[src/pkg/atp_pkg.sv]
/*
 Constants and carrier types for the converter control block.
 Assumes a 25 MHz system clock and an AXI4-Lite register bus.
*/
`default_nettype none
package atp_pkg;
   // Register byte offsets
   localparam logic [7:0] OFF_CTRL0 = 8'h00;
   localparam logic [7:0] OFF_CTRL1 = 8'h04;
   localparam logic [7:0] OFF_CTRL2 = 8'h08;
   localparam logic [7:0] OFF_RES_HI = 8'h0c;
   localparam logic [7:0] OFF_RES_LO = 8'h10;
   localparam logic [7:0] OFF_IRQ_STAT = 8'h14;
   localparam logic [7:0] OFF_IRQ_MASK = 8'h18;
   localparam logic [7:0] OFF_PORT = 8'h1c;
   localparam logic [7:0] OFF_DIR = 8'h20;
   localparam logic [7:0] OFF_CMP_MODE = 8'h24;
   // Control zero fields
   localparam int CTRL0_ENABLE = 0;
   localparam int CTRL0_GO = 1;
   localparam int CTRL0_CHS_LO = 2;
   // Control two fields
   localparam int CTRL2_ACQ_LO = 3;
   localparam int CTRL2_JUSTIFY = 7;
   // Reset values and the trigger mode code
   localparam logic [3:0] PCFG_RST_ANALOG = 4'h0;
   localparam logic [3:0] PCFG_RST_DIGITAL = 4'h7;
   localparam logic [12:0] DIR_RST = 13'h1fff;
   localparam logic [3:0] TRIG_MODE = 4'hb;
   // System clocks per converter clock period and conversion length
   localparam logic [3:0] TAD_CYCLES = 4'h4;
   localparam logic [4:0] CONV_TADS = 5'h0d;
   // Interrupt status bits
   localparam int IRQ_DONE = 0;
   localparam int IRQ_TRIG = 1;
   // Bus responses
   localparam logic [1:0] RESP_OKAY = 2'h0;
   localparam logic [1:0] RESP_SLVERR = 2'h2;

   typedef enum {ST_IDLE, ST_ACQ, ST_CONV} atp_state_t;

   typedef struct packed {
      logic trig;
      logic [3:0] mode;
   } atp_cmp_t;

   typedef struct packed {
      logic timer_clear;
      logic start;
   } atp_evt_t;
endpackage
`default_nettype wire

[src/hw/atp_sar.sv]
/*
 Successive-approximation sequencer: one bit per converter clock period.
 Assumes the comparator input is a level already in the clock domain.
*/
`default_nettype none
module atp_sar #(
   parameter int WIDTH = 12
) (
   input wire logic clock,
   input wire logic rst,
   input wire logic start,
   input wire logic step,
   input wire logic cmp_hi,
   output logic [WIDTH-1:0] dac,
   output logic done,
   output logic [WIDTH-1:0] result
);
   typedef struct packed {
      logic busy;
      logic [WIDTH-1:0] trial;
      logic [WIDTH-1:0] bitm;
      logic done;
   } atp_sar_t;
   atp_sar_t s_r, s_nxt;

   // Bit test and keep
   always_comb
   begin
      s_nxt = s_r;
      s_nxt.done = 1'b0;
      if (start)
      begin
         s_nxt.busy = 1'b1;
         s_nxt.bitm = {1'b1, {(WIDTH-1){1'b0}}};
         s_nxt.trial = {1'b1, {(WIDTH-1){1'b0}}};
      end
      else if (s_r.busy && step)
      begin
         if (!cmp_hi)
            s_nxt.trial = s_r.trial & ~s_r.bitm;
         s_nxt.bitm = s_r.bitm >> 1;
         s_nxt.trial = s_nxt.trial | (s_r.bitm >> 1);
         if (s_r.bitm[0])
         begin
            s_nxt.busy = 1'b0;
            s_nxt.done = 1'b1;
         end
      end
   end

   always_ff @(posedge clock or posedge rst)
   begin
      if (rst)
         s_r <= '0;
      else
         s_r <= s_nxt;
   end

   assign dac = s_r.trial;
   assign result = s_r.trial;
   assign done = s_r.done;
endmodule
`default_nettype wire

[src/hw/atp_top.sv]
/*
 Converter control: register file over AXI4-Lite, pin qualification,
 compare-unit trigger handling, acquisition timing and the result pair.
 Assumes the pin levels and comparator arrive asynchronously and the
 compare unit and timers run on the same clock.
*/
`default_nettype none
module atp_top #(
   parameter int NPINS = 13,
   parameter int RES_W = 12
) (
   input wire logic clock,
   input wire logic rst,
   input wire logic analog_reset_strap,
   input wire logic [NPINS-1:0] pin_level,
   input wire logic comparator_hi,
   input wire atp_pkg::atp_cmp_t compare_in,
   input wire logic [31:0] s_axi_awaddr,
   input wire logic s_axi_awvalid,
   output logic s_axi_awready,
   input wire logic [31:0] s_axi_wdata,
   input wire logic [3:0] s_axi_wstrb,
   input wire logic s_axi_wvalid,
   output logic s_axi_wready,
   output logic [1:0] s_axi_bresp,
   output logic s_axi_bvalid,
   input wire logic s_axi_bready,
   input wire logic [31:0] s_axi_araddr,
   input wire logic s_axi_arvalid,
   output logic s_axi_arready,
   output logic [31:0] s_axi_rdata,
   output logic [1:0] s_axi_rresp,
   output logic s_axi_rvalid,
   input wire logic s_axi_rready,
   output logic [RES_W-1:0] dac_code,
   output logic [3:0] sample_channel,
   output logic sample_close,
   output atp_pkg::atp_evt_t event_out,
   output logic irq
);
   typedef struct packed {
      logic [3:0] chs;
      logic go;
      logic en;
      logic [1:0] vref;
      logic [3:0] pcfg;
      logic justify;
      logic [2:0] acqt;
      logic [2:0] adcs;
      logic [RES_W-1:0] res;
      logic [1:0] ista;
      logic [1:0] imask;
      logic [NPINS-1:0] dir;
      logic [3:0] cmp_mode;
      atp_pkg::atp_state_t st;
      logic [4:0] tads;
      logic [3:0] div;
      logic strap_take;
      logic [NPINS-1:0] pin_s1, pin_s2;
      logic cmp_s1, cmp_s2;
      logic aw_ok, w_ok;
      logic [7:0] aw_a;
      logic [31:0] w_d;
      logic [3:0] w_s;
      logic bvalid, arready, rvalid;
      logic [31:0] rdata;
      logic [1:0] rresp, bresp;
      logic sar_start;
      atp_pkg::atp_evt_t evt;
      logic irq;
      logic close;
   } atp_top_t;
   atp_top_t s_r, s_nxt;

   logic [RES_W-1:0] sar_result;
   logic sar_done;

   // Acquisition length in converter clock periods
   function automatic logic [4:0] acq_tads(input logic [2:0] code);
      case (code)
         3'h0: acq_tads = 5'h00;
         3'h1: acq_tads = 5'h02;
         3'h2: acq_tads = 5'h04;
         3'h3: acq_tads = 5'h06;
         3'h4: acq_tads = 5'h08;
         3'h5: acq_tads = 5'h0c;
         3'h6: acq_tads = 5'h10;
         default: acq_tads = 5'h14;
      endcase
   endfunction

   // Pin configured as analog for a field value
   function automatic logic is_analog(input logic [3:0] pcfg,
                                      input int idx);
      is_analog = (idx < 13) && (32'(idx) + 32'(pcfg) < 32'd15);
   endfunction

   // Conversion sequencer
   atp_sar #(
      .WIDTH(RES_W)
   ) u_sar (
      .clock(clock),
      .rst(rst),
      .start(s_r.sar_start),
      .step(s_r.st == atp_pkg::ST_CONV && s_r.div == '0),
      .cmp_hi(s_r.cmp_s2),
      .dac(dac_code),
      .done(sar_done),
      .result(sar_result)
   );

   // Next-state logic
   always_comb
   begin
      logic trig_mode;
      logic accept;
      logic [NPINS-1:0] port_rd;
      logic [31:0] rd;
      trig_mode = 1'b0;
      accept = 1'b0;
      port_rd = '0;
      rd = '0;
      s_nxt = s_r;
      s_nxt.pin_s1 = pin_level;
      s_nxt.pin_s2 = s_r.pin_s1;
      s_nxt.cmp_s1 = comparator_hi;
      s_nxt.cmp_s2 = s_r.cmp_s1;
      s_nxt.sar_start = 1'b0;
      s_nxt.evt = '0;
      s_nxt.strap_take = 1'b0;
      // Strap caught once after reset release
      if (s_r.strap_take)
         s_nxt.pcfg = analog_reset_strap ? atp_pkg::PCFG_RST_ANALOG
                                         : atp_pkg::PCFG_RST_DIGITAL;

      // AXI write capture
      if (s_axi_awvalid && !s_r.aw_ok && !s_r.bvalid)
      begin
         s_nxt.aw_ok = 1'b1;
         s_nxt.aw_a = s_axi_awaddr[7:0];
      end
      if (s_axi_wvalid && !s_r.w_ok && !s_r.bvalid)
      begin
         s_nxt.w_ok = 1'b1;
         s_nxt.w_d = s_axi_wdata;
         s_nxt.w_s = s_axi_wstrb;
      end
      if (s_r.bvalid && s_axi_bready)
         s_nxt.bvalid = 1'b0;

      // Converter clock divider, counting in every state and restarted on entry to acquisition and conversion
      s_nxt.div = (s_r.div == atp_pkg::TAD_CYCLES - 4'h1) ? 4'h0
                : s_r.div + 4'h1;

      // Sequencer: channel and direction never gate progress
      case (s_r.st)
         atp_pkg::ST_IDLE:
            if (s_r.go)
            begin
               s_nxt.tads = acq_tads(s_r.acqt);
               s_nxt.div = '0;
               s_nxt.st = atp_pkg::ST_ACQ;
               s_nxt.close = acq_tads(s_r.acqt) != 5'h00;
            end
         atp_pkg::ST_ACQ:
            if (s_r.tads == '0 || (s_r.tads == 5'h01
                && s_r.div == atp_pkg::TAD_CYCLES - 4'h1))
            begin
               s_nxt.st = atp_pkg::ST_CONV;
               s_nxt.close = 1'b0;
               s_nxt.sar_start = 1'b1;
               s_nxt.div = '0;
            end
            else if (s_r.div == atp_pkg::TAD_CYCLES - 4'h1)
               s_nxt.tads = s_r.tads - 5'h01;
         atp_pkg::ST_CONV:
            if (sar_done)
            begin
               s_nxt.res = sar_result;
               s_nxt.go = 1'b0;
               s_nxt.ista[atp_pkg::IRQ_DONE] = 1'b1;
               s_nxt.st = atp_pkg::ST_IDLE;
            end
         default: s_nxt.st = atp_pkg::ST_IDLE;
      endcase
      if (!s_r.en)
      begin
         s_nxt.st = atp_pkg::ST_IDLE;
         s_nxt.go = 1'b0;
         s_nxt.close = 1'b0;
      end

      // Compare unit special event trigger
      trig_mode = compare_in.mode == atp_pkg::TRIG_MODE;
      if (compare_in.trig && trig_mode)
      begin
         s_nxt.evt.timer_clear = 1'b1;
         accept = s_r.en && !s_r.go && s_r.st == atp_pkg::ST_IDLE;
         if (accept)
         begin
            s_nxt.go = 1'b1;
            s_nxt.evt.start = 1'b1;
            s_nxt.ista[atp_pkg::IRQ_TRIG] = 1'b1;
         end
      end

      // Register write, status set wins over clear
      if (s_r.aw_ok && s_r.w_ok)
      begin
         s_nxt.aw_ok = 1'b0;
         s_nxt.w_ok = 1'b0;
         s_nxt.bvalid = 1'b1;
         s_nxt.bresp = atp_pkg::RESP_OKAY;
         if (s_r.w_s[0])
            case (s_r.aw_a)
               atp_pkg::OFF_CTRL0:
               begin
                  s_nxt.en = s_r.w_d[atp_pkg::CTRL0_ENABLE];
                  s_nxt.chs = s_r.w_d[atp_pkg::CTRL0_CHS_LO +: 4];
                  if (s_r.w_d[atp_pkg::CTRL0_GO]
                      && s_r.w_d[atp_pkg::CTRL0_ENABLE])
                     s_nxt.go = 1'b1;
               end
               atp_pkg::OFF_CTRL1:
               begin
                  s_nxt.pcfg = s_r.w_d[3:0];
                  s_nxt.vref = s_r.w_d[5:4];
               end
               atp_pkg::OFF_CTRL2:
               begin
                  s_nxt.adcs = s_r.w_d[2:0];
                  s_nxt.acqt = s_r.w_d[atp_pkg::CTRL2_ACQ_LO +: 3];
                  s_nxt.justify = s_r.w_d[atp_pkg::CTRL2_JUSTIFY];
               end
               atp_pkg::OFF_IRQ_STAT:
                  s_nxt.ista = s_nxt.ista & ~(s_r.w_d[1:0] & ~(
                     {s_nxt.ista[1] & ~s_r.ista[1],
                      s_nxt.ista[0] & ~s_r.ista[0]}));
               atp_pkg::OFF_IRQ_MASK: s_nxt.imask = s_r.w_d[1:0];
               atp_pkg::OFF_DIR: s_nxt.dir = s_r.w_d[NPINS-1:0];
               atp_pkg::OFF_CMP_MODE: s_nxt.cmp_mode = s_r.w_d[3:0];
               atp_pkg::OFF_RES_HI, atp_pkg::OFF_RES_LO,
               atp_pkg::OFF_PORT: ;
               default: s_nxt.bresp = atp_pkg::RESP_SLVERR;
            endcase
      end

      // Port read masks analog pins
      for (int i = 0; i < NPINS; i++)
         port_rd[i] = is_analog(s_r.pcfg, i) ? 1'b0 : s_r.pin_s2[i];

      // AXI read
      s_nxt.arready = 1'b0;
      if (s_r.rvalid && s_axi_rready)
         s_nxt.rvalid = 1'b0;
      if (s_axi_arvalid && !s_r.rvalid && !s_r.arready)
      begin
         s_nxt.arready = 1'b1;
         s_nxt.rvalid = 1'b1;
         s_nxt.rresp = atp_pkg::RESP_OKAY;
         case (s_axi_araddr[7:0])
            atp_pkg::OFF_CTRL0: rd = {26'h0, s_r.chs, s_r.go, s_r.en};
            atp_pkg::OFF_CTRL1: rd = {26'h0, s_r.vref, s_r.pcfg};
            atp_pkg::OFF_CTRL2:
               rd = {24'h0, s_r.justify, 1'b0, s_r.acqt, s_r.adcs};
            atp_pkg::OFF_RES_HI:
               rd = s_r.justify ? {24'h0, 4'h0, s_r.res[11:8]}
                                : {24'h0, s_r.res[11:4]};
            atp_pkg::OFF_RES_LO:
               rd = s_r.justify ? {24'h0, s_r.res[7:0]}
                                : {24'h0, s_r.res[3:0], 4'h0};
            atp_pkg::OFF_IRQ_STAT: rd = {30'h0, s_r.ista};
            atp_pkg::OFF_IRQ_MASK: rd = {30'h0, s_r.imask};
            atp_pkg::OFF_PORT: rd = 32'(port_rd);
            atp_pkg::OFF_DIR: rd = 32'(s_r.dir);
            atp_pkg::OFF_CMP_MODE: rd = {28'h0, s_r.cmp_mode};
            default: s_nxt.rresp = atp_pkg::RESP_SLVERR;
         endcase
         s_nxt.rdata = rd;
      end

      s_nxt.irq = |(s_nxt.ista & s_nxt.imask);
   end

   // State register; reset turns the converter off
   always_ff @(posedge clock or posedge rst)
   begin
      if (rst)
      begin
         s_r <= '0;
         s_r.dir <= atp_pkg::DIR_RST;
         s_r.pcfg <= atp_pkg::PCFG_RST_ANALOG;
         s_r.strap_take <= 1'b1;
         s_r.st <= atp_pkg::ST_IDLE;
      end
      else
         s_r <= s_nxt;
   end

   // Outputs; the multiplexer passes the selected pin whatever drives it
   assign s_axi_awready = s_r.aw_ok;
   assign s_axi_wready = s_r.w_ok;
   assign s_axi_bvalid = s_r.bvalid;
   assign s_axi_bresp = s_r.bresp;
   assign s_axi_arready = s_r.arready;
   assign s_axi_rvalid = s_r.rvalid;
   assign s_axi_rdata = s_r.rdata;
   assign s_axi_rresp = s_r.rresp;
   assign sample_channel = s_r.chs;
   assign sample_close = s_r.close;
   assign event_out = s_r.evt;
   assign irq = s_r.irq;
endmodule
`default_nettype wire

[config.mk]
export PLATFORM = sky130hd
export DESIGN_NAME = atp_top
export DESIGN_NICKNAME = d
export VERILOG_FILES = /design/src/pkg/atp_pkg.sv /design/src/hw/atp_sar.sv /design/src/hw/atp_top.sv
export SDC_FILE = /design/constraint.sdc
export NUM_CORES = 1
export LEC_CHECK = 0
export ABC_CLOCK_PERIOD_IN_PS = 5800
export BUFFER_PORTS_ARGS = -buffer_cell sky130_fd_sc_hd__clkbuf_2
export CORE_MARGIN = 2
export CORE_UTILIZATION = 25
export DETAILED_ROUTE_END_ITERATION = 16
export GPL_TIMING_DRIVEN = 0
export SETUP_SLACK_MARGIN = 0.02
export SKIP_LAST_GASP = 1
export SLEW_MARGIN = 40
export SYNTH_ARGS = -nofsm -noshare
export SYNTH_HDL_FRONTEND = slang
export SYNTH_HIERARCHICAL = 1
export SYNTH_SLANG_ARGS = --single-unit
[constraint.sdc]
create_clock -name clock -period 5.8 [get_ports clock]
set_clock_uncertainty 0.2 [all_clocks]
set_input_delay 0.58 -clock clock [delete_from_list [all_inputs] [get_ports clock]]
set_output_delay 0.58 -clock clock [all_outputs]
set_load 0.05 [all_outputs]
==> impl_metrics.tcl <==
set metrics [dict create \
    crit_fanout 10 \
    place.detailed.hpwl_mm 15.6 \
    syn-cell-area_um2 8120 \
    max_cap_viol_count 0 \
    instances_no_fill 1307 \
    timing.final.hold_violations 0 \
    num_rows 66 \
    crit_arrival_ps 3040 \
    fp.dieW_um 184 \
    io_buffer_count 95 \
    p_total_w 0.00314 \
    finalCriticalPeriod_ps 2940 \
    numCtsBuffers 17 \
    grt_pass1_vias 5904 \
    antenna_left 0 \
    vias 5738 \
    worstPathCellList "clkbuf_1, inv_1, ha_1, nor2b_1, a31o_2, a221o_1, a311oi_1, o21ai_0" \
    max_freq_mhz 340 \
    dieArea_um2 34000 \
    ys_seq_elements 165 \
    period_share_pct 50.7 \
    grt_util_all_layers_pct 12.7 \
    swShare_pct 30.8 \
    dp_slack_ps 2900 \
    finalWirelength_mm 20.9 \
    cp_top_family "compound AO/OA/AOI/OAI gates" \
    slew-limit-headroom_pct 46.7 \
    ys_dominant_reg_cell "dfrtp_1" \
    cp.required_ps 5900 \
    via_per_inst 4.39 \
    synth_edf_count 0 \
    grt_overflow_total 0 \
    syn2layout_area_growth_pct 21.8 \
    cp_slowest_stage_delay_ps 410 \
    highest_layer "met4" \
    dp.cells 1273 \
    holdBufCountCts 0 \
    cts_tree "yes" \
    place_congestion 0.860 \
    power_frac_seq_pct 45.6 \
    post_cts_buffers 0 \
    synthesis.instances 714 \
    start_util_pct 25.2 \
    power.density_nw_per_um2 317 \
    dpl-instance-area_um2 9270 \
    clock_power_share_pct 37.7 \
    fin_area_um2 9900 \
    cp_slowest_cell "clkbuf_1" \
    finalSetupTns_ps 0 \
    wire_per_inst_um 16.0 \
    fp.dieH_um 184 \
    p_int_w 0.00217 \
    ir_worst_vdd_v 0.000199 \
    clk_latency_ps 430 \
    dr.pass1.iters 5 \
    hold_class "in2async" \
    maxSlewViolCount 0 \
    nets 989 \
    synth.distinct_cells 72 \
    wl_met3_mm 1.17 \
    syn_avg_cell_area_um2 11.4 \
    combPwrFrac_pct 16.7 \
    htree_levels 4 \
    core_um2 32300 \
    postCtsResizedCells 0 \
    ys_warn_count 6 \
    worstSetupEndpointType "flip-flop" \
    status "completed" \
    ios 188 \
    wl_met2_mm 9.86 \
    drc 0 \
    clockRootBuffer "clkbuf_16" \
    cts.clk_slew.worst_paths_ps 70 \
    leakage_nw 4.55 \
    cts.path.max_buffers 2 \
    drt-met1-wl_mm 9.52 \
    critPathBufInv 2 \
    drive_above_1_share_pct 38.0 \
    setup_slack_ps 2860 \
    worst_setup_path_start_kind "flip-flop" \
    synth-seq-area-share_pct 51.0 \
    crit_type "reg2reg" \
    worst_slew_pin_slew_ps 798 \
    grt_antenna_before_repair 2 \
    drt-initial-drc-count 455 \
    cts_sinks 165 \
    setup_viol 0 \
    rsz0062_at_grt "no" \
    grt_pass1_wl_mm 33.1 \
    grt_max_degree 75 \
    power.switching_w 0.000966 \
    postSynth.asyncResetShare_pct 100 \
]
[power by group through the flow]
| stage | logic, W | clock network [W] | registers, W |
|---|---|---|---|
| CTS | 0.000530 | 0.00122 | 0.00143 |
| global route | 0.000581 | 0.00126 | 0.00146 |
| global placement | 0.000513 | 0 | 0.00145 |
| detailed placement | 0.000528 | 0 | 0.00146 |
| finish | 0.000525 | 0.00118 | 0.00143 |
| floorplan | 0.000365 | 0 | 0.00144 |
[stage by stage]
| stage | utilization (%) | hold WS, ps |
|---|---|---|
| floorplan | - | 131 |
| global placement | 28.6 | 135 |
| detailed placement | 28.7 | 136 |
| CTS | 30.6 | 24.2 |
| global route | 30.6 | 23.2 |
| finish | 30.7 | 10.5 |
[placed cells by master (no fill, tap or decap), types with 4 or more instances in the layout]
cell / n
a21bo_1: 11
a21o_1: 4
a21oi_1: 11
a21oi_2: 11
a22oi_1: 11
a31oi_1: 6
a32oi_1: 10
and3_1: 5
and4b_1: 11
buf_4: 67
buf_6: 10
clkbuf_1: 17
clkbuf_16: 17
clkbuf_2: 95
conb_1: 22
dfrtp_1: 151
dfstp_2: 14
ha_1: 12
inv_1: 19
inv_6: 5
inv_8: 6
mux2_2: 71
mux2i_1: 5
nand2_1: 48
nand2b_1: 14
nand3_1: 30
nand3b_1: 5
nor2_1: 31
nor2b_1: 6
nor3_1: 7
o21ai_0: 32
o22ai_1: 9
o41ai_1: 5
[cells by family after synthesis]
family,count (synthesis),synth area share [%]
muxes,78,10.9
AOI/OAI and AO/OA,141,12.8
other,1,0.0462
DFF,165,51.0
adders and majority gates,12,1.85
and+or+nand+nor,191,13.1
xor gates and xnor gates,4,0.431
buffers and inverters,122,9.84
[flip-flops by register name (all words and copies together) (netlist names)]
register and count:
event_out 2, irq 1, s_axi_arready 1, s_axi_awready 1, s_axi_bresp 1, s_axi_bvalid 1, s_axi_rdata 13, s_axi_rresp 1
s_axi_rvalid 1, s_axi_wready 1, s_nxt 14, s_r 97, sample_channel 4, sample_close 1, u_sar/dac 12, u_sar/done 1
u_sar/s_r 13
[worst paths after layout]
| check | slack (ps) | to | cells after the start | from |
|---|---|---|---|---|
| min in group clock | 50 | s_nxt[96] | 1 | pin_level[4] |
| worst min-delay path | 10 | s_nxt[90] | 2 | rst |
| worst max-delay path | 2860 | s_axi_rdata[5] | 8 | s_r[200] |
| worst min register to register | 150 | s_r[90] | 0 | s_nxt[90] |
| worst max register to register | 2860 | s_axi_rdata[5] | 8 | s_r[200] |
| max in group asynchronous | 4610 | s_r[173] | 3 | rst |
[synth_stat cells (5+ instances only)]
cell | n | area, um2
a21bo_1 | 11 | 110
dfrtp_1 | 151 | 3780
nand3b_1 | 5 | 37.5
a31oi_1 | 6 | 37.5
nand2b_1 | 14 | 87.6
a22oi_1 | 11 | 82.6
a32oi_1 | 10 | 87.6
buf_4 | 67 | 503
and4b_1 | 11 | 110
dfstp_2 | 14 | 368
nor3_1 | 7 | 35.0
nor2_1 | 31 | 116
nand2_1 | 48 | 180
o41ai_1 | 5 | 43.8
and3_1 | 5 | 31.3
mux2i_1 | 5 | 50.1
a21oi_1 | 11 | 55.1
ha_1 | 12 | 150
nand3_1 | 30 | 150
inv_1 | 21 | 78.8
buf_6 | 10 | 113
clkbuf_1 | 17 | 63.8
o22ai_1 | 9 | 56.3
mux2_2 | 71 | 800
a21oi_2 | 11 | 96.3
o21ai_0 | 32 | 160
nor2b_1 | 6 | 37.5
[metal layers]
metal | track usage [%] | vias to the layer above
met5 | 0 | -
li1 | - | 2761
met1 | 16.9 | 2803
met2 | 20.5 | 155
met3 | 3.30 | 19
met4 | 3.52 | 0
[cell type report]
type / count / area, um2
fill: 3344 / 22400
inverter: 22 / 90.1
clock inverter: 15 / 183
timing repair buffer: 96 / 503
buffer: 100 / 717
multi-input combinational: 448 / 3270
sequential: 165 / 4150
clock buffer: 17 / 425
antenna: 2 / 5.00
tap: 442 / 553
Power figures use the tool's default switching activity.
